$ cat config.mk
export PLATFORM = sky130hd
export DESIGN_NAME = iop_ports
export DESIGN_NICKNAME = d
export VERILOG_FILES = /design/src/iop_pkg.sv /design/src/iop_ports.sv
export VERILOG_INCLUDE_DIRS = /design/src
export SDC_FILE = /design/constraint.sdc
export NUM_CORES = 1
export LEC_CHECK = 0
export BUFFER_PORTS_ARGS = -buffer_cell sky130_fd_sc_hd__buf_2
export CAP_MARGIN = 10
export CORE_MARGIN = 2
export CORE_UTILIZATION = 31
export CTS_CLUSTER_DIAMETER = 120
export CTS_CLUSTER_SIZE = 28
export DETAILED_ROUTE_END_ITERATION = 8
export GPL_ROUTABILITY_DRIVEN = 0
export MAX_ROUTING_LAYER = met4
export PLACE_DENSITY_LB_ADDON = 0.12
export SETUP_SLACK_MARGIN = 0.4
export SYNTH_ARGS = -nofsm -noshare
export SYNTH_HDL_FRONTEND = slang
export SYNTH_SLANG_ARGS = --single-unit
$ cat constraint.sdc
create_clock -name hclk -period 2.2 [get_ports hclk]
set_input_delay 0.22 -clock hclk [delete_from_list [all_inputs] [get_ports hclk]]
set_output_delay 0.22 -clock hclk [all_outputs]
set_load 0.05 [all_outputs]
$ cat src/iop_defs.svh
// Register offsets, field positions, reset values for the three-port I/O block.
`ifndef IOP_DEFS_SVH
`define IOP_DEFS_SVH
// ==========================================================================
// Register byte offsets on the bus.
`define IOP_OFS_P3_DIR 8'h00
`define IOP_OFS_P3_DATA 8'h04
`define IOP_OFS_P3_PULL 8'h08
`define IOP_OFS_P4_DIR 8'h0C
`define IOP_OFS_P4_DATA 8'h10
`define IOP_OFS_P4_PULL 8'h14
`define IOP_OFS_P5_DIR 8'h18
`define IOP_OFS_P5_DATA 8'h1C
`define IOP_OFS_MODE 8'h20
`define IOP_OFS_PERIPH 8'h24
`define IOP_OFS_IRQ_SEL 8'h28
`define IOP_OFS_IRQ_EN 8'h2C
`define IOP_OFS_STANDBY 8'h30
// ==========================================================================
// Reset values.
`define IOP_RST_BYTE 8'h00
// ==========================================================================
// Mode register fields.
`define IOP_MODE_EXP 0
`define IOP_MODE_MUX 1
// Standby register field.
`define IOP_STBY_HW 0
// Peripheral enable register fields.
`define IOP_PER_PWM_A 0
`define IOP_PER_PWM_B 1
`define IOP_PER_C_RE 2
`define IOP_PER_C_TE 3
`define IOP_PER_C_SC 4
`define IOP_PER_A_RE 5
`define IOP_PER_A_TE 6
`define IOP_PER_A_SC 7
`define IOP_PER_FIFO 8
`endif

$ cat src/iop_pkg.sv
// Types shared by the three-port I/O block.
package iop_pkg;
	// Operating mode of the first port, decoded from the mode register.
	typedef enum logic [1:0] {
		IOP_SINGLE,
		IOP_NORMAL_EXP,
		IOP_MUXED_EXP
	} iop_mode_e;
	// One byte of port state.
	typedef logic [7:0] iop_byte_t;
endpackage

$ cat src/iop_ports.sv
// Three 8-bit general I/O ports with pin multiplexing behind an AHB-Lite slave.
//
// Contract
// RQ1 - Normal expanded: first port is data bus.
// RQ2 - Other modes: first port direction bit selects.
// RQ3 - Normal expanded: first port pull-ups always off.
// RQ4 - First port pull-up: input and enable only.
// RQ5 - Irq port regs survive watchdog internal reset.
// RQ6 - Irq port direction write-only, resets zero.
// RQ7 - Irq port read: output bit or pin.
// RQ8 - Irq port pull-up: input and enable set.
// RQ9 - Irq port pin feeds external irq line.
// RQ10 - Software clears direction for irq input use.
// RQ11 - Third port direction bit selects pin direction.
// RQ12 - Third port read: output bit or pin.
// RQ13 - Pin 7 drives second pwm when enabled.
// RQ14 - Pin 6 drives first pwm when enabled.
// RQ15 - Pin 5 channel C receive, smart-card bidirectional.
// RQ16 - Pin 4 channel C transmit without smart-card.
// RQ17 - Pin 3 channel A receive, smart-card bidirectional.
// RQ18 - Pin 2 channel A transmit without smart-card.
// RQ19 - Pin 1 fifo serial receive when enabled.
// RQ20 - Pin 0 fifo serial transmit when enabled.
// RQ21 - Pin k feeds irq line 8+k.
//
// Added by the designer: the register addresses and the AHB-Lite interface to the registers.
`include "iop_defs.svh"
module iop_ports
	import iop_pkg::*;
(
	// Clock, system reset and the watchdog's internal reset.
	input wire logic hclk,
	input wire logic hresetn,
	input wire logic wdt_reset,
	// AHB-Lite slave.
	input wire logic hsel,
	input wire logic [7:0] haddr,
	input wire logic [1:0] htrans,
	input wire logic hwrite,
	input wire logic [2:0] hsize,
	input wire logic [31:0] hwdata,
	input wire logic hready,
	output logic [31:0] hrdata,
	output logic hreadyout,
	output logic hresp,
	// First port pins and external data bus side.
	input wire logic [7:0] p3_pin_in,
	output logic [7:0] p3_pin_out,
	output logic [7:0] p3_pin_oe_n,
	output logic [7:0] p3_pullup_on,
	input wire logic [7:0] data_bus_out,
	input wire logic data_bus_drive,
	output logic [7:0] data_bus_in,
	// Interrupt port pins.
	input wire logic [7:0] p4_pin_in,
	output logic [7:0] p4_pin_out,
	output logic [7:0] p4_pin_oe_n,
	output logic [7:0] p4_pullup_on,
	// Third port pins.
	input wire logic [7:0] p5_pin_in,
	output logic [7:0] p5_pin_out,
	output logic [7:0] p5_pin_oe_n,
	// Peripheral signals sharing the third port.
	input wire logic pwm_out_first,
	input wire logic pwm_out_second,
	input wire logic chan_c_transmit_pin,
	input wire logic chan_c_rx_drive,
	input wire logic chan_a_transmit_pin,
	input wire logic chan_a_rx_drive,
	input wire logic fifo_serial_transmit_pin,
	output logic chan_c_receive_pin,
	output logic chan_a_receive_pin,
	output logic fifo_serial_receive_pin,
	// External interrupt lines, levels as seen on the pins.
	output logic [15:0] external_irq_line
);

	// ======================================================================
	// Pin synchronisers.
	// Every pin passes two flops; only the second stage is ever read.
	logic [7:0] p3_meta, p3_sync;
	logic [7:0] p4_meta, p4_sync;
	logic [7:0] p5_meta, p5_sync;

	// Two-stage synchronisers for the three pin groups.
	always_ff @(posedge hclk or negedge hresetn) begin
		if (!hresetn) begin
			p3_meta <= `IOP_RST_BYTE;
			p3_sync <= `IOP_RST_BYTE;
			p4_meta <= `IOP_RST_BYTE;
			p4_sync <= `IOP_RST_BYTE;
			p5_meta <= `IOP_RST_BYTE;
			p5_sync <= `IOP_RST_BYTE;
		end else begin
			p3_meta <= p3_pin_in;
			p3_sync <= p3_meta;
			p4_meta <= p4_pin_in;
			p4_sync <= p4_meta;
			p5_meta <= p5_pin_in;
			p5_sync <= p5_meta;
		end
	end

	// ======================================================================
	// Registers.
	iop_byte_t first_port_dir_bit; // First port direction, write-only.
	iop_byte_t p3_data; // First port output data.
	iop_byte_t first_port_pullup_reg; // First port pull-up enables.
	iop_byte_t irq_port_direction_reg; // Interrupt port direction.
	iop_byte_t irq_port_data_reg; // Interrupt port output data.
	iop_byte_t irq_port_pullup_reg; // Interrupt port pull-up enables.
	iop_byte_t third_port_direction_reg; // Third port direction.
	iop_byte_t third_port_data_reg; // Third port output data.
	logic [1:0] mode_bits; // Expansion select and muxed bus select.
	logic [8:0] periph_en; // Peripheral enables that steal pins.
	logic [15:0] irq_source_select; // Low byte, then the high bank.
	logic [15:0] irq_enable; // Low byte, then the high bank.
	logic hw_standby; // Hardware standby indication.

	// ======================================================================
	// Bus address phase capture.
	logic wr_pend; // A write data phase follows.
	logic [7:0] wr_addr; // Its byte address.

	// Function: true when an address phase selects this slave.
	function automatic logic ahb_go(input logic s, input logic [1:0] t,
		input logic r);
		ahb_go = s && t[1] && r;
	endfunction

	// The slave never stalls, so every access completes in one data phase.
	always_ff @(posedge hclk or negedge hresetn) begin
		if (!hresetn) begin
			wr_pend <= 1'b0;
			wr_addr <= 8'h00;
		end else begin
			wr_pend <= ahb_go(hsel, htrans, hready) && hwrite;
			wr_addr <= haddr;
		end
	end

	// Response is always OKAY with zero wait states.
	always_ff @(posedge hclk or negedge hresetn) begin
		if (!hresetn) begin
			hreadyout <= 1'b1;
			hresp <= 1'b0;
		end else begin
			hreadyout <= 1'b1;
			hresp <= 1'b0;
		end
	end

	// ======================================================================
	// Registers cleared by any reset: first and third ports and controls.
	// The watchdog's internal reset clears these as a system reset does.
	always_ff @(posedge hclk or negedge hresetn) begin
		if (!hresetn) begin
			first_port_dir_bit <= `IOP_RST_BYTE;
			p3_data <= `IOP_RST_BYTE;
			first_port_pullup_reg <= `IOP_RST_BYTE;
			third_port_direction_reg <= `IOP_RST_BYTE; // RQ11
			third_port_data_reg <= `IOP_RST_BYTE;
			mode_bits <= 2'h0;
			periph_en <= 9'h000;
			irq_source_select <= 16'h0000;
			irq_enable <= 16'h0000;
			hw_standby <= 1'b0;
		end else if (wdt_reset) begin
			first_port_dir_bit <= `IOP_RST_BYTE;
			p3_data <= `IOP_RST_BYTE;
			first_port_pullup_reg <= `IOP_RST_BYTE;
			third_port_direction_reg <= `IOP_RST_BYTE; // RQ11
			third_port_data_reg <= `IOP_RST_BYTE;
			mode_bits <= 2'h0;
			periph_en <= 9'h000;
			irq_source_select <= 16'h0000;
			irq_enable <= 16'h0000;
			hw_standby <= 1'b0;
		end else if (wr_pend) begin
			case (wr_addr)
				`IOP_OFS_P3_DIR: first_port_dir_bit <= hwdata[7:0];
				`IOP_OFS_P3_DATA: p3_data <= hwdata[7:0];
				`IOP_OFS_P3_PULL: first_port_pullup_reg <= hwdata[7:0];
				`IOP_OFS_P5_DIR: third_port_direction_reg <= hwdata[7:0];
				`IOP_OFS_P5_DATA: third_port_data_reg <= hwdata[7:0];
				`IOP_OFS_MODE: mode_bits <= hwdata[1:0];
				`IOP_OFS_PERIPH: periph_en <= hwdata[8:0];
				`IOP_OFS_IRQ_SEL: irq_source_select <= hwdata[15:0];
				`IOP_OFS_IRQ_EN: irq_enable <= hwdata[15:0];
				`IOP_OFS_STANDBY: hw_standby <= hwdata[`IOP_STBY_HW];
				default: begin
				end
			endcase
		end
	end

	// Interrupt port registers: cleared by system reset only.
	always_ff @(posedge hclk or negedge hresetn) begin
		if (!hresetn) begin
			irq_port_direction_reg <= `IOP_RST_BYTE; // RQ5 RQ6
			irq_port_data_reg <= `IOP_RST_BYTE; // RQ5
			irq_port_pullup_reg <= `IOP_RST_BYTE; // RQ8
		end else if (wr_pend) begin
			case (wr_addr)
				`IOP_OFS_P4_DIR: irq_port_direction_reg <= hwdata[7:0];
				`IOP_OFS_P4_DATA: irq_port_data_reg <= hwdata[7:0];
				`IOP_OFS_P4_PULL: irq_port_pullup_reg <= hwdata[7:0];
				default: begin
				end
			endcase
		end
	end

	// ======================================================================
	// Mode decode.
	iop_mode_e mode;

	// Decodes the first port's mode from the two select bits.
	always_comb begin
		case (mode_bits)
			2'b01: mode = IOP_NORMAL_EXP;
			2'b11: mode = IOP_MUXED_EXP;
			default: mode = IOP_SINGLE;
		endcase
	end

	// Function: general port read, stored bit where output, pin otherwise.
	function automatic iop_byte_t port_read(input iop_byte_t dir,
		input iop_byte_t dat, input iop_byte_t pin);
		port_read = (dir & dat) | (~dir & pin);
	endfunction

	// ======================================================================
	// Third port pin function selection.
	iop_byte_t next_p5_out, next_p5_oe_n, p5_owned;
	logic sc_c, sc_a;

	// Peripheral enables override the direction bits pin by pin.
	always_comb begin
		sc_c = periph_en[`IOP_PER_C_SC];
		sc_a = periph_en[`IOP_PER_A_SC];
		next_p5_out = third_port_data_reg;
		next_p5_oe_n = ~third_port_direction_reg; // RQ11
		p5_owned = 8'h00;
		// Pin 7, second PWM output.
		if (periph_en[`IOP_PER_PWM_B]) begin
			next_p5_out[7] = pwm_out_second; // RQ13
			next_p5_oe_n[7] = 1'b0; // RQ13
			p5_owned[7] = 1'b1;
		end
		// Pin 6, first PWM output.
		if (periph_en[`IOP_PER_PWM_A]) begin
			next_p5_out[6] = pwm_out_first; // RQ14
			next_p5_oe_n[6] = 1'b0; // RQ14
			p5_owned[6] = 1'b1;
		end
		// Pin 5, channel C receive; smart-card lets the channel drive it.
		if (periph_en[`IOP_PER_C_RE]) begin
			next_p5_out[5] = 1'b0; // RQ15
			next_p5_oe_n[5] = !(sc_c && chan_c_rx_drive); // RQ15
			p5_owned[5] = 1'b1;
		end
		// Pin 4, channel C transmit only outside smart-card mode.
		if (periph_en[`IOP_PER_C_TE] && !sc_c) begin
			next_p5_out[4] = chan_c_transmit_pin; // RQ16
			next_p5_oe_n[4] = 1'b0; // RQ16
			p5_owned[4] = 1'b1;
		end
		// Pin 3, channel A receive.
		if (periph_en[`IOP_PER_A_RE]) begin
			next_p5_out[3] = 1'b0; // RQ17
			next_p5_oe_n[3] = !(sc_a && chan_a_rx_drive); // RQ17
			p5_owned[3] = 1'b1;
		end
		// Pin 2, channel A transmit.
		if (periph_en[`IOP_PER_A_TE] && !sc_a) begin
			next_p5_out[2] = chan_a_transmit_pin; // RQ18
			next_p5_oe_n[2] = 1'b0; // RQ18
			p5_owned[2] = 1'b1;
		end
		// Pins 1 and 0, the FIFO serial unit.
		if (periph_en[`IOP_PER_FIFO]) begin
			next_p5_oe_n[1] = 1'b1; // RQ19
			next_p5_out[0] = fifo_serial_transmit_pin; // RQ20
			next_p5_oe_n[0] = 1'b0; // RQ20
			p5_owned[1:0] = 2'b11;
		end
	end

	// Third port pins and peripheral receive lines, all registered.
	// The one-cycle output delay is the price of flop-driven pins.
	always_ff @(posedge hclk or negedge hresetn) begin
		if (!hresetn) begin
			p5_pin_out <= `IOP_RST_BYTE;
			p5_pin_oe_n <= 8'hFF;
			chan_c_receive_pin <= 1'b1;
			chan_a_receive_pin <= 1'b1;
			fifo_serial_receive_pin <= 1'b1;
		end else begin
			p5_pin_out <= next_p5_out;
			p5_pin_oe_n <= next_p5_oe_n;
			chan_c_receive_pin <= p5_sync[5]; // RQ15
			chan_a_receive_pin <= p5_sync[3]; // RQ17
			fifo_serial_receive_pin <= p5_sync[1]; // RQ19
		end
	end

	// ======================================================================
	// First port pins, data bus and pull-ups.
	// Normal expanded mode hands every pin to the data bus.
	always_ff @(posedge hclk or negedge hresetn) begin
		if (!hresetn) begin
			p3_pin_out <= `IOP_RST_BYTE;
			p3_pin_oe_n <= 8'hFF;
			p3_pullup_on <= `IOP_RST_BYTE;
			data_bus_in <= `IOP_RST_BYTE;
		end else begin
			data_bus_in <= p3_sync;
			if (mode == IOP_NORMAL_EXP) begin
				p3_pin_out <= data_bus_out; // RQ1
				p3_pin_oe_n <= {8{!data_bus_drive}}; // RQ1
				p3_pullup_on <= 8'h00; // RQ3
			end else begin
				p3_pin_out <= p3_data; // RQ2
				p3_pin_oe_n <= ~first_port_dir_bit; // RQ2
				p3_pullup_on <= hw_standby ? 8'h00 :
					(~first_port_dir_bit & first_port_pullup_reg); // RQ4
			end
		end
	end

	// ======================================================================
	// Interrupt port pins and pull-ups.
	// A pin meant as an interrupt input must have its direction bit clear,
	// otherwise the line simply follows the port's own output.
	always_ff @(posedge hclk or negedge hresetn) begin
		if (!hresetn) begin
			p4_pin_out <= `IOP_RST_BYTE;
			p4_pin_oe_n <= 8'hFF;
			p4_pullup_on <= `IOP_RST_BYTE;
		end else begin
			p4_pin_out <= irq_port_data_reg;
			p4_pin_oe_n <= ~irq_port_direction_reg; // RQ6 RQ10
			p4_pullup_on <= hw_standby ? 8'h00 :
				(~irq_port_direction_reg & irq_port_pullup_reg); // RQ8
		end
	end

	// External interrupt lines, gated by source select and enable.
	// Gated-off lines rest high, the inactive level of a low-true line.
	always_ff @(posedge hclk or negedge hresetn) begin
		if (!hresetn) begin
			external_irq_line <= 16'hFFFF;
		end else begin
			external_irq_line[7:0] <= p4_sync |
				irq_source_select[7:0] | ~irq_enable[7:0]; // RQ9
			external_irq_line[15:8] <= p5_sync |
				irq_source_select[15:8] | ~irq_enable[15:8]; // RQ21
		end
	end

	// ======================================================================
	// Read data, driven in the data phase after the address phase.
	iop_byte_t p3_read;
	logic [31:0] next_hrdata;

	// Read mux; write-only direction registers and unmapped words read zero.
	always_comb begin
		p3_read = port_read(first_port_dir_bit, p3_data, p3_sync);
		if (mode == IOP_NORMAL_EXP)
			p3_read = p3_data | ~first_port_dir_bit;
		next_hrdata = 32'h0000_0000;
		case (haddr)
			`IOP_OFS_P3_DATA: next_hrdata[7:0] = p3_read;
			`IOP_OFS_P3_PULL: next_hrdata[7:0] = first_port_pullup_reg;
			`IOP_OFS_P4_DATA: next_hrdata[7:0] = port_read(
				irq_port_direction_reg, irq_port_data_reg, p4_sync); // RQ7
			`IOP_OFS_P4_PULL: next_hrdata[7:0] = irq_port_pullup_reg;
			`IOP_OFS_P5_DATA: next_hrdata[7:0] = port_read(
				third_port_direction_reg, third_port_data_reg,
				p5_sync); // RQ12
			`IOP_OFS_MODE: next_hrdata[1:0] = mode_bits;
			`IOP_OFS_PERIPH: next_hrdata[8:0] = periph_en;
			`IOP_OFS_IRQ_SEL: next_hrdata[15:0] = irq_source_select;
			`IOP_OFS_IRQ_EN: next_hrdata[15:0] = irq_enable;
			`IOP_OFS_STANDBY: next_hrdata[0] = hw_standby;
			default: next_hrdata = 32'h0000_0000;
		endcase
	end

	// Read data is captured at the address phase edge.
	always_ff @(posedge hclk or negedge hresetn) begin
		if (!hresetn) begin
			hrdata <= 32'h0000_0000;
		end else if (ahb_go(hsel, htrans, hready) && !hwrite) begin
			hrdata <= next_hrdata;
		end
	end

	// ======================================================================
	// Assertions.
	normal_bus_pull_a: assert property (@(posedge hclk) disable iff (!hresetn)
		$past(mode == IOP_NORMAL_EXP) |-> p3_pullup_on == 8'h00) // RQ3
		else $error("First port pull-up on in normal expanded mode.");
	normal_bus_dir_a: assert property (@(posedge hclk) disable iff (!hresetn)
		$past(mode == IOP_NORMAL_EXP && !data_bus_drive)
		|-> p3_pin_oe_n == 8'hFF) // RQ1
		else $error("First port driven while bus is not driving.");
	first_dir_a: assert property (@(posedge hclk) disable iff (!hresetn)
		$past(mode != IOP_NORMAL_EXP)
		|-> p3_pin_oe_n == ~$past(first_port_dir_bit)) // RQ2
		else $error("First port enable not following direction.");
	first_pull_a: assert property (@(posedge hclk) disable iff (!hresetn)
		$past(hw_standby) |-> p3_pullup_on == 8'h00) // RQ4
		else $error("First port pull-up on in hardware standby.");
	irq_keep_a: assert property (@(posedge hclk) disable iff (!hresetn)
		wdt_reset && !wr_pend |=> $stable(irq_port_direction_reg)
		&& $stable(irq_port_data_reg)) // RQ5
		else $error("Interrupt port lost contents on watchdog reset.");
	irq_pull_a: assert property (@(posedge hclk) disable iff (!hresetn)
		(p4_pullup_on & $past(irq_port_direction_reg)) == 8'h00) // RQ8
		else $error("Interrupt port pull-up on while an output.");
	pwm_b_pin_a: assert property (@(posedge hclk) disable iff (!hresetn)
		$past(periph_en[`IOP_PER_PWM_B]) |-> !p5_pin_oe_n[7]
		&& p5_pin_out[7] == $past(pwm_out_second)) // RQ13
		else $error("Pin 7 not driving second pwm output.");
	pwm_a_pin_a: assert property (@(posedge hclk) disable iff (!hresetn)
		$past(periph_en[`IOP_PER_PWM_A]) |-> !p5_pin_oe_n[6]) // RQ14
		else $error("Pin 6 not driving first pwm output.");
	tx_c_pin_a: assert property (@(posedge hclk) disable iff (!hresetn)
		$past(periph_en[`IOP_PER_C_SC]) && $past(!periph_en[`IOP_PER_C_RE])
		|-> p5_pin_oe_n[4] == !$past(third_port_direction_reg[4])) // RQ16
		else $error("Pin 4 taken by transmit in smart-card mode.");
	fifo_pin_a: assert property (@(posedge hclk) disable iff (!hresetn)
		$past(periph_en[`IOP_PER_FIFO]) |-> p5_pin_oe_n[1:0] == 2'b10
		&& p5_pin_out[0] == $past(fifo_serial_transmit_pin)) // RQ19 RQ20
		else $error("Fifo serial pins misdirected.");
	p5_owned_a: assert property (@(posedge hclk) disable iff (!hresetn)
		(p5_owned == 8'h00) |=> p5_pin_oe_n == ~$past(third_port_direction_reg)
		) // RQ11
		else $error("Third port direction not followed.");
	irq_gate_a: assert property (@(posedge hclk) disable iff (!hresetn)
		!irq_enable[3] |=> external_irq_line[3]) // RQ9
		else $error("Disabled interrupt line went active.");
	irq_hi_a: assert property (@(posedge hclk) disable iff (!hresetn)
		irq_enable[8] && !irq_source_select[8]
		|=> external_irq_line[8] == $past(p5_sync[0])) // RQ21
		else $error("Line 8 not following third port pin 0.");
	read_p5_a: assert property (@(posedge hclk) disable iff (!hresetn)
		ahb_go(hsel, htrans, hready) && !hwrite
		&& haddr == `IOP_OFS_P5_DATA
		|=> hrdata[7:0] == $past(port_read(third_port_direction_reg,
		third_port_data_reg, p5_sync))) // RQ12
		else $error("Third port read value wrong.");
	read_p4_a: assert property (@(posedge hclk) disable iff (!hresetn)
		ahb_go(hsel, htrans, hready) && !hwrite
		&& haddr == `IOP_OFS_P4_DATA
		|=> hrdata[7:0] == $past(port_read(irq_port_direction_reg,
		irq_port_data_reg, p4_sync))) // RQ7
		else $error("Interrupt port read value wrong.");
	cover_normal_c: cover property (@(posedge hclk) disable iff (!hresetn)
		mode == IOP_NORMAL_EXP ##1 data_bus_drive);
	cover_pwm_c: cover property (@(posedge hclk) disable iff (!hresetn)
		periph_en[`IOP_PER_PWM_B] && periph_en[`IOP_PER_PWM_A]);
	cover_sc_c: cover property (@(posedge hclk) disable iff (!hresetn)
		periph_en[`IOP_PER_C_RE] && sc_c && chan_c_rx_drive);
	cover_wdt_c: cover property (@(posedge hclk) disable iff (!hresetn)
		wdt_reset && irq_port_direction_reg != 8'h00);
endmodule

==> results of run 1 <==
timing repair:
action,4_1_cts,5_1_grt
gates cloned,0,1
hold endpoints to repair,110,0
pin swaps,5,5
setup endpoints to repair,86,104
gates resized for setup,8,34
hold buffers,54,0
setup buffers,5,3
worst max-delay path: stages (launching register included):
cell,delay (ps)
dfrtp_1,390
or3b_4,410
or3_4,340
buf_6,160
nor2_8,230
mux2_4,330
metrics by stage:
stage / hold WS (ps) / total power (W) / instance area (sq um)
after global routing: 42.45 / 0.008888 / 13340
after detailed placement: 176.8 / 0.005823 / 12180
after CTS: 33.86 / 0.008693 / 13170
after floorplan: -75.59 / 0.005524 / 10680
after global placement: 180.2 / 0.005822 / 12180
final: 63.65 / 0.008532 / 13340
how the worst min path moves through the flow:
stage	start	endpoint	slack [ps]
2_1_floorplan	hresetn	data_bus_in[0]	-80
3_3_place_gp	hresetn	p3_meta[6]	180
3_5_place_dp	hresetn	p3_meta[6]	180
4_1_cts	htrans[1]	wr_pend	30
5_1_grt	htrans[1]	wr_pend	40
6_report	htrans[1]	wr_pend	60
logic make-up (layout without fill, tap and decap cells):
family | after synthesis | in the layout
muxes | 126 | 126
and+or+nand+nor | 284 | 284
AOI/OAI and AO/OA | 102 | 102
DFF | 272 | 272
other | 2 | 18
buffers and inverters | 68 | 304
power groups by stage:
stage               combinational, W  clock, W  sequential [W]
global route                0.000717   0.00302         0.00516
global placement            0.000582         0         0.00524
detailed placement          0.000584         0         0.00524
floorplan                   0.000230         0         0.00529
CTS                         0.000666   0.00288         0.00515
finish                      0.000661   0.00273         0.00514
layout make-up:
type	count	area (sq um)	area share, %
Timing Repair Buffer	277	1951	14.62
Clock buffer	18	344.1	2.579
Inverter	8	30.03	0.2251
Sequential cell	272	6864	51.45
Tap cell	448	560.5	4.201
Multi-Input combinational cell	530	3583	26.86
Clock inverter	1	8.758	0.06565
routing by layer:
layer / part of all wire, % / GRT usage (%) / vias to the layer above / routed length [um]
met5: 0 / - / - / 0
met4: 1.6 / 3.095 / 0 / 496
met3: 5.1 / 2.706 / 25 / 1589
met2: 47 / 28.59 / 170 / 14580
met1: 46 / 24.44 / 3552 / 14340
li1: - / - / 3374 / -
placed cells by master, fill, tap and decap left out, drive strengths merged, types with 9 or more instances in the layout:
cell type    count
nor3            10
mux2            41
a22oi           17
dfstp           43
nor2b           12
clkbuf          19
conb            18
inv              9
nor2           109
nand2           86
buf            222
dfrtp          229
mux2i           85
a21oi           29
nor3b           19
o21ai           31
dlygate4sd3     54
==> reports/results.txt, run 1 <==
Status: completed
Worst setup path endpoint: irq_port_data_reg[0]
Core Util, Final: 39.69%
Synthesized cell area: 10610 sq um
PwrDens: 639.5 nW/um^2
Hold path depth: 2
Period minus WS final: 1971 ps
Register-to-Register Path Depth: 5
Vias in the first global route: 7326
Crit start category: register
Sequential share of the synthesized area: 64.64%
Largest net degree at the start of global routing: 70
Critical Path Start: wr_addr[1]
Num ports: 216
Synth Area in Simple Gates: 13.78%
Slew margin rel.: 55.63%
Iteration count of the initial detailed-routing pass: 5
Switching power: 0.002108 W
Routed WL per cell: 19.95 um
Clock-pin slew on the worst setup and hold paths: 110 ps
ANT nets after route: 0
Synth Area in XOR/XNOR: 0%
Cells after DPL: 1472
Async SR Flop Fraction: 100.0%
Core area: 33620 sq um
Fill cells: 3282
Multiplexer area fraction after synthesis: 12.37%
Post-synth top area share: 53.99%
Clock tree sinks: 272
MaxCap Viol Count: 0
Largest family of logic cells by synthesized area: simple AND/OR/NAND/NOR gates
Count leader, synth: dfrtp_1
Grt total ovfl: 0
Clk pwr share: 32.0%
Yosys reg bits: 272
Synthesized netlist cell count: 854
Synth Warn #: 0
Commonest cells post-synth: 229 x dfrtp_1, 104 x nor2_1, 86 x nand2_1
# diodes: 0
Die W: 189.0 um
Root Driver: clkbuf_16
Setup Skew: 25.57 ps
Final Hold Vio Count: 0
Crit Path Max Fanout: 8
Tcrit/Tclk final: 89.58%
Nets: 1193
CTS tree: yes
Layout cells sized above 1: 32.28%
Reg power frac: 60.3%
Post-synthesis cell type count: 62
Initial Util: 31.57%
DP HPWL: 21690 um
Hold WC Path Type: input port to register
# setup viols final: 0
Sw Ratio: 24.71%
Via/cell ratio: 4.582
Rows: 67
Critical path data arrival time: 2350 ps
H-tree depth: 1
CTS buffer count: 13
Main area contributors after synthesis: dfrtp_1 54%, dfstp_2 11%, mux2i_1 8.0%
Compound-gate portion of the synthesized area: 5.871%
Setup WS pre-CTS: 200.0 ps
Worst reg2reg path endpoint: irq_port_data_reg[0]
Die Area: 35730 sq um
Critical Path RT: 2580 ps
Total Routed Length: 31000 um
Non-Filler Instances: 1554
Initial antenna violation count: 0
PnR worst setup slack: 229.2 ps
VDD IR-drop max: 406.7 uV
Worst r2r src: wr_addr[1]
Ys flop type: dfrtp_1
RSZ-0062 raised after global routing: yes
Max-slew violation count: 0
Yosys top cell by area: dfrtp_1
Combinational power share: 7.7%
Die height: 189.0 um
Max clock buf depth: 3
Crit path capture type: register
Adder-cell area share of the yosys netlist: 0%
IO buf count: 177
Total GRT Usage: 17.87%
Area grow syn2layout: 25.70%
First-pass GRT wire length: 46800 um
Setup tns final: 0 ps
Int Power: 0.006424 W
Slew @ Worst Pin: 659.5 ps
Number of synthesized flops with an enable pin: 0
Achievable Freq: 507.4 MHz
Initial DRC Count: 434
DR vias: 7121
CP Class: register to register
Internal reg-to-reg setup slack: 230 ps
Residual DRC count: 0
P_leak: 6.494 nW
Worst-Skew Late Latency: 500 ps
Syn Area/Cell: 12.43 sq um
Note: power is estimated with default switching activity, not from simulation.
==> run 2, diff against run 1 <==
==> constraint.sdc (replaced) <==
create_clock -name hclk -period 1.68 [get_ports hclk]
set_input_delay 0.168 -clock hclk [delete_from_list [all_inputs] [get_ports hclk]]
set_output_delay 0.168 -clock hclk [all_outputs]
set_load 0.05 [all_outputs]
==> reports/results.txt, run 2 (synthesized netlist as in run 1, its figures left out) <==
First-pass GRT wire length: 49620 um (was 46800 um)
Crit Path Max Fanout: 8 (unchanged)
Sw Ratio: 24.92% (was 24.71%)
Residual DRC count: 0 (unchanged)
Initial antenna violation count: 0 (unchanged)
Period minus WS final: 1960 ps (was 1971 ps)
Int Power: 0.008533 W (was 0.006424 W)
RSZ-0062 raised after global routing: yes (unchanged)
Clk pwr share: 31.7% (was 32.0%)
Iteration count of the initial detailed-routing pass: 4 (was 5)
P_leak: 7.173 nW (was 6.494 nW)
Hold Path Origin: haddr[5] (was htrans[1])
GR Util met3: 1.854% (was 2.706%)
Routed WL per cell: 19.98 um (was 19.95 um)
PwrDens: 753.7 nW/um^2 (was 639.5 nW/um^2)
Cells along the critical path: or3b_4, or3_4, buf_6, nor2_8, mux2_4 (unchanged)
Num ports: 216 (unchanged)
Final Hold Vio Count: 0 (unchanged)
Violated checks: setup timing
Critical Path Start: wr_addr[0] (was wr_addr[1])
Power Total: 0.01136 W (was 0.008532 W)
PnR worst setup slack: -280.2 ps (was 229.2 ps)
Achievable Freq: 510.1 MHz (was 507.4 MHz)
H-tree depth: 1 (unchanged)
Setup tns final: -11410 ps (was 0 ps)
Root Driver: clkbuf_16 (unchanged)
Initial Util: 31.57% (unchanged)
Critical path data arrival time: 2350 ps (about the same)
Status: finished, violations left (was completed)
Crit path capture type: register (unchanged)
Via/cell ratio: 4.629 (was 4.582)
Initial DRC Count: 385 (was 434)
# diodes: 0 (unchanged)
Grt total ovfl: 0 (unchanged)
Switching power: 0.002832 W (was 0.002108 W)
Rows: 67 (unchanged)
Crit start category: register (unchanged)
Critical-path top delay cell: dfrtp_1 (was or3b_4)
Met2 GRT Util: 29.47% (was 28.59%)
Slew @ Worst Pin: 565.2 ps (was 659.5 ps)
IO buf count: 177 (unchanged)
Cell area after layout: 15080 sq um (was 13340 sq um)
Slew margin rel.: 62.22% (was 55.63%)
Placed Area: 12640 sq um (was 12180 sq um)
Layout cells sized above 1: 40.43% (was 32.28%)
CP Class: register to register (unchanged)
Setup WS pre-CTS: -268.9 ps (was 200.0 ps)
Tcrit/Tclk final: 116.7% (was 89.58%)
CP peak stage delay: 400 ps (was 410 ps)
Die height: 189.0 um (unchanged)
VDD IR-drop max: 612.9 uV (was 406.7 uV)
Clock-pin slew on the worst setup and hold paths: 110 ps (about the same)
Area grow syn2layout: 42.06% (was 25.70%)
# setup viols final: 99 (was 0)
DP HPWL: 21900 um (was 21690 um)
CTS buffer count: 13 (unchanged)
Setup Skew: 22.12 ps (was 25.57 ps)
Total Routed Length: 32220 um (was 31000 um)
Worst-Skew Late Latency: 500 ps (about the same)
Hold Slack: 38.80 ps (was 63.65 ps)
MaxCap Viol Count: 0 (unchanged)
ANT nets after route: 0 (unchanged)
Grt met1 use: 26.28% (was 24.44%)
Max-slew violation count: 0 (unchanged)
Combinational power share: 9.0% (was 7.7%)
Nets: 1251 (was 1193)
Die Area: 35730 sq um (unchanged)
Clock tree sinks: 272 (unchanged)
Die W: 189.0 um (unchanged)
Largest net degree at the start of global routing: 85 (was 70)
Most frequent cells in the layout: 226 x dfrtp_1, 102 x nor2_1, 96 x buf_4 (was 226 x dfrtp_1, 176 x buf_2, 103 x nor2_1)
Commonest non-fill, non-tap cell in the layout: dfrtp_1 (unchanged)
DR vias: 7467 (was 7121)
Worst r2r src: wr_addr[0] (was wr_addr[1])
Vias in the first global route: 7781 (was 7326)
Hold WC Path Type: input port to register (unchanged)
CTS tree: yes (unchanged)
Total GRT Usage: 18.81% (was 17.87%)
Max clock buf depth: 3 (unchanged)
Core area: 33620 sq um (unchanged)
GR peak layer: met2 (unchanged)
Critical Path RT: 2070 ps (was 2580 ps)
Reg power frac: 59.3% (was 60.3%)
## run 2: final timing paths
path / slack, ps / cells after the start / end
worst min register to register: 340 / 0 / p4_sync[7]
max in group asynchronous: 810 / 3 / external_irq_line[10]
min in group asynchronous: 160 / 2 / p3_pullup_on[5]
worst max register to register: -280 / 5 / irq_port_data_reg[5]
worst max-delay path: -280 / 5 / irq_port_data_reg[5]
worst min-delay path: 40 / 2 / wr_addr[5]
## run 2: through the flow
| stage | utilization [%] | cells |
|---|---|---|
| 2_1_floorplan | - | 870 |
| 3_3_place_gp | 37.59 | 1509 |
| 3_5_place_dp | 37.59 | 1509 |
| 4_1_cts | 43.92 | 1606 |
| 5_1_grt | 44.85 | 1613 |
| 6_report | 44.85 | 1613 |
## run 2: worst max-delay path, delay by kind of cell, from the launching register on
family,cells,cell delay [ps]
buffers and inverters,1,140
multiplexers,1,330
AND/OR/NAND/NOR,3,990
flip-flops,1,400
## run 2: cell type report
cell class / count / area (sq um)
clock buffers: 19 / 347.8
clock inverters: 1 / 8.758
fillers: 3160 / 18540
inverters: 8 / 30.03
multi-input cells: 531 / 4091
flip-flops and latches: 272 / 6864
well taps: 448 / 560.5
repair buffers: 334 / 3176
## run 2: power by group through the flow
stage,clock network [W],logic [W],registers (W)
finish,0.00360,0.00103,0.00674
floorplan,0,0.000316,0.00693
CTS,0.00379,0.00102,0.00674
detailed placement,0,0.000841,0.00685
global route,0.00397,0.00111,0.00676
global placement,0,0.000840,0.00685
## run 2: timing repair
action | CTS | global route
gates cloned | 3 | 0
resized for setup | 292 | 68
endpoints found under the hold margin | 298 | 1
pin swaps | 28 | 10
setup buffers | 20 | 6
setup endpoints to repair | 221 | 214
hold buffers | 54 | 1
## run 2: per-layer routing
layer / vias to the layer above / part of all wire [%]
li1: 3490 / -
met3: 32 / 3.4
met1: 3770 / 47
met5: - / 0
met2: 175 / 47
met4: 0 / 2.6
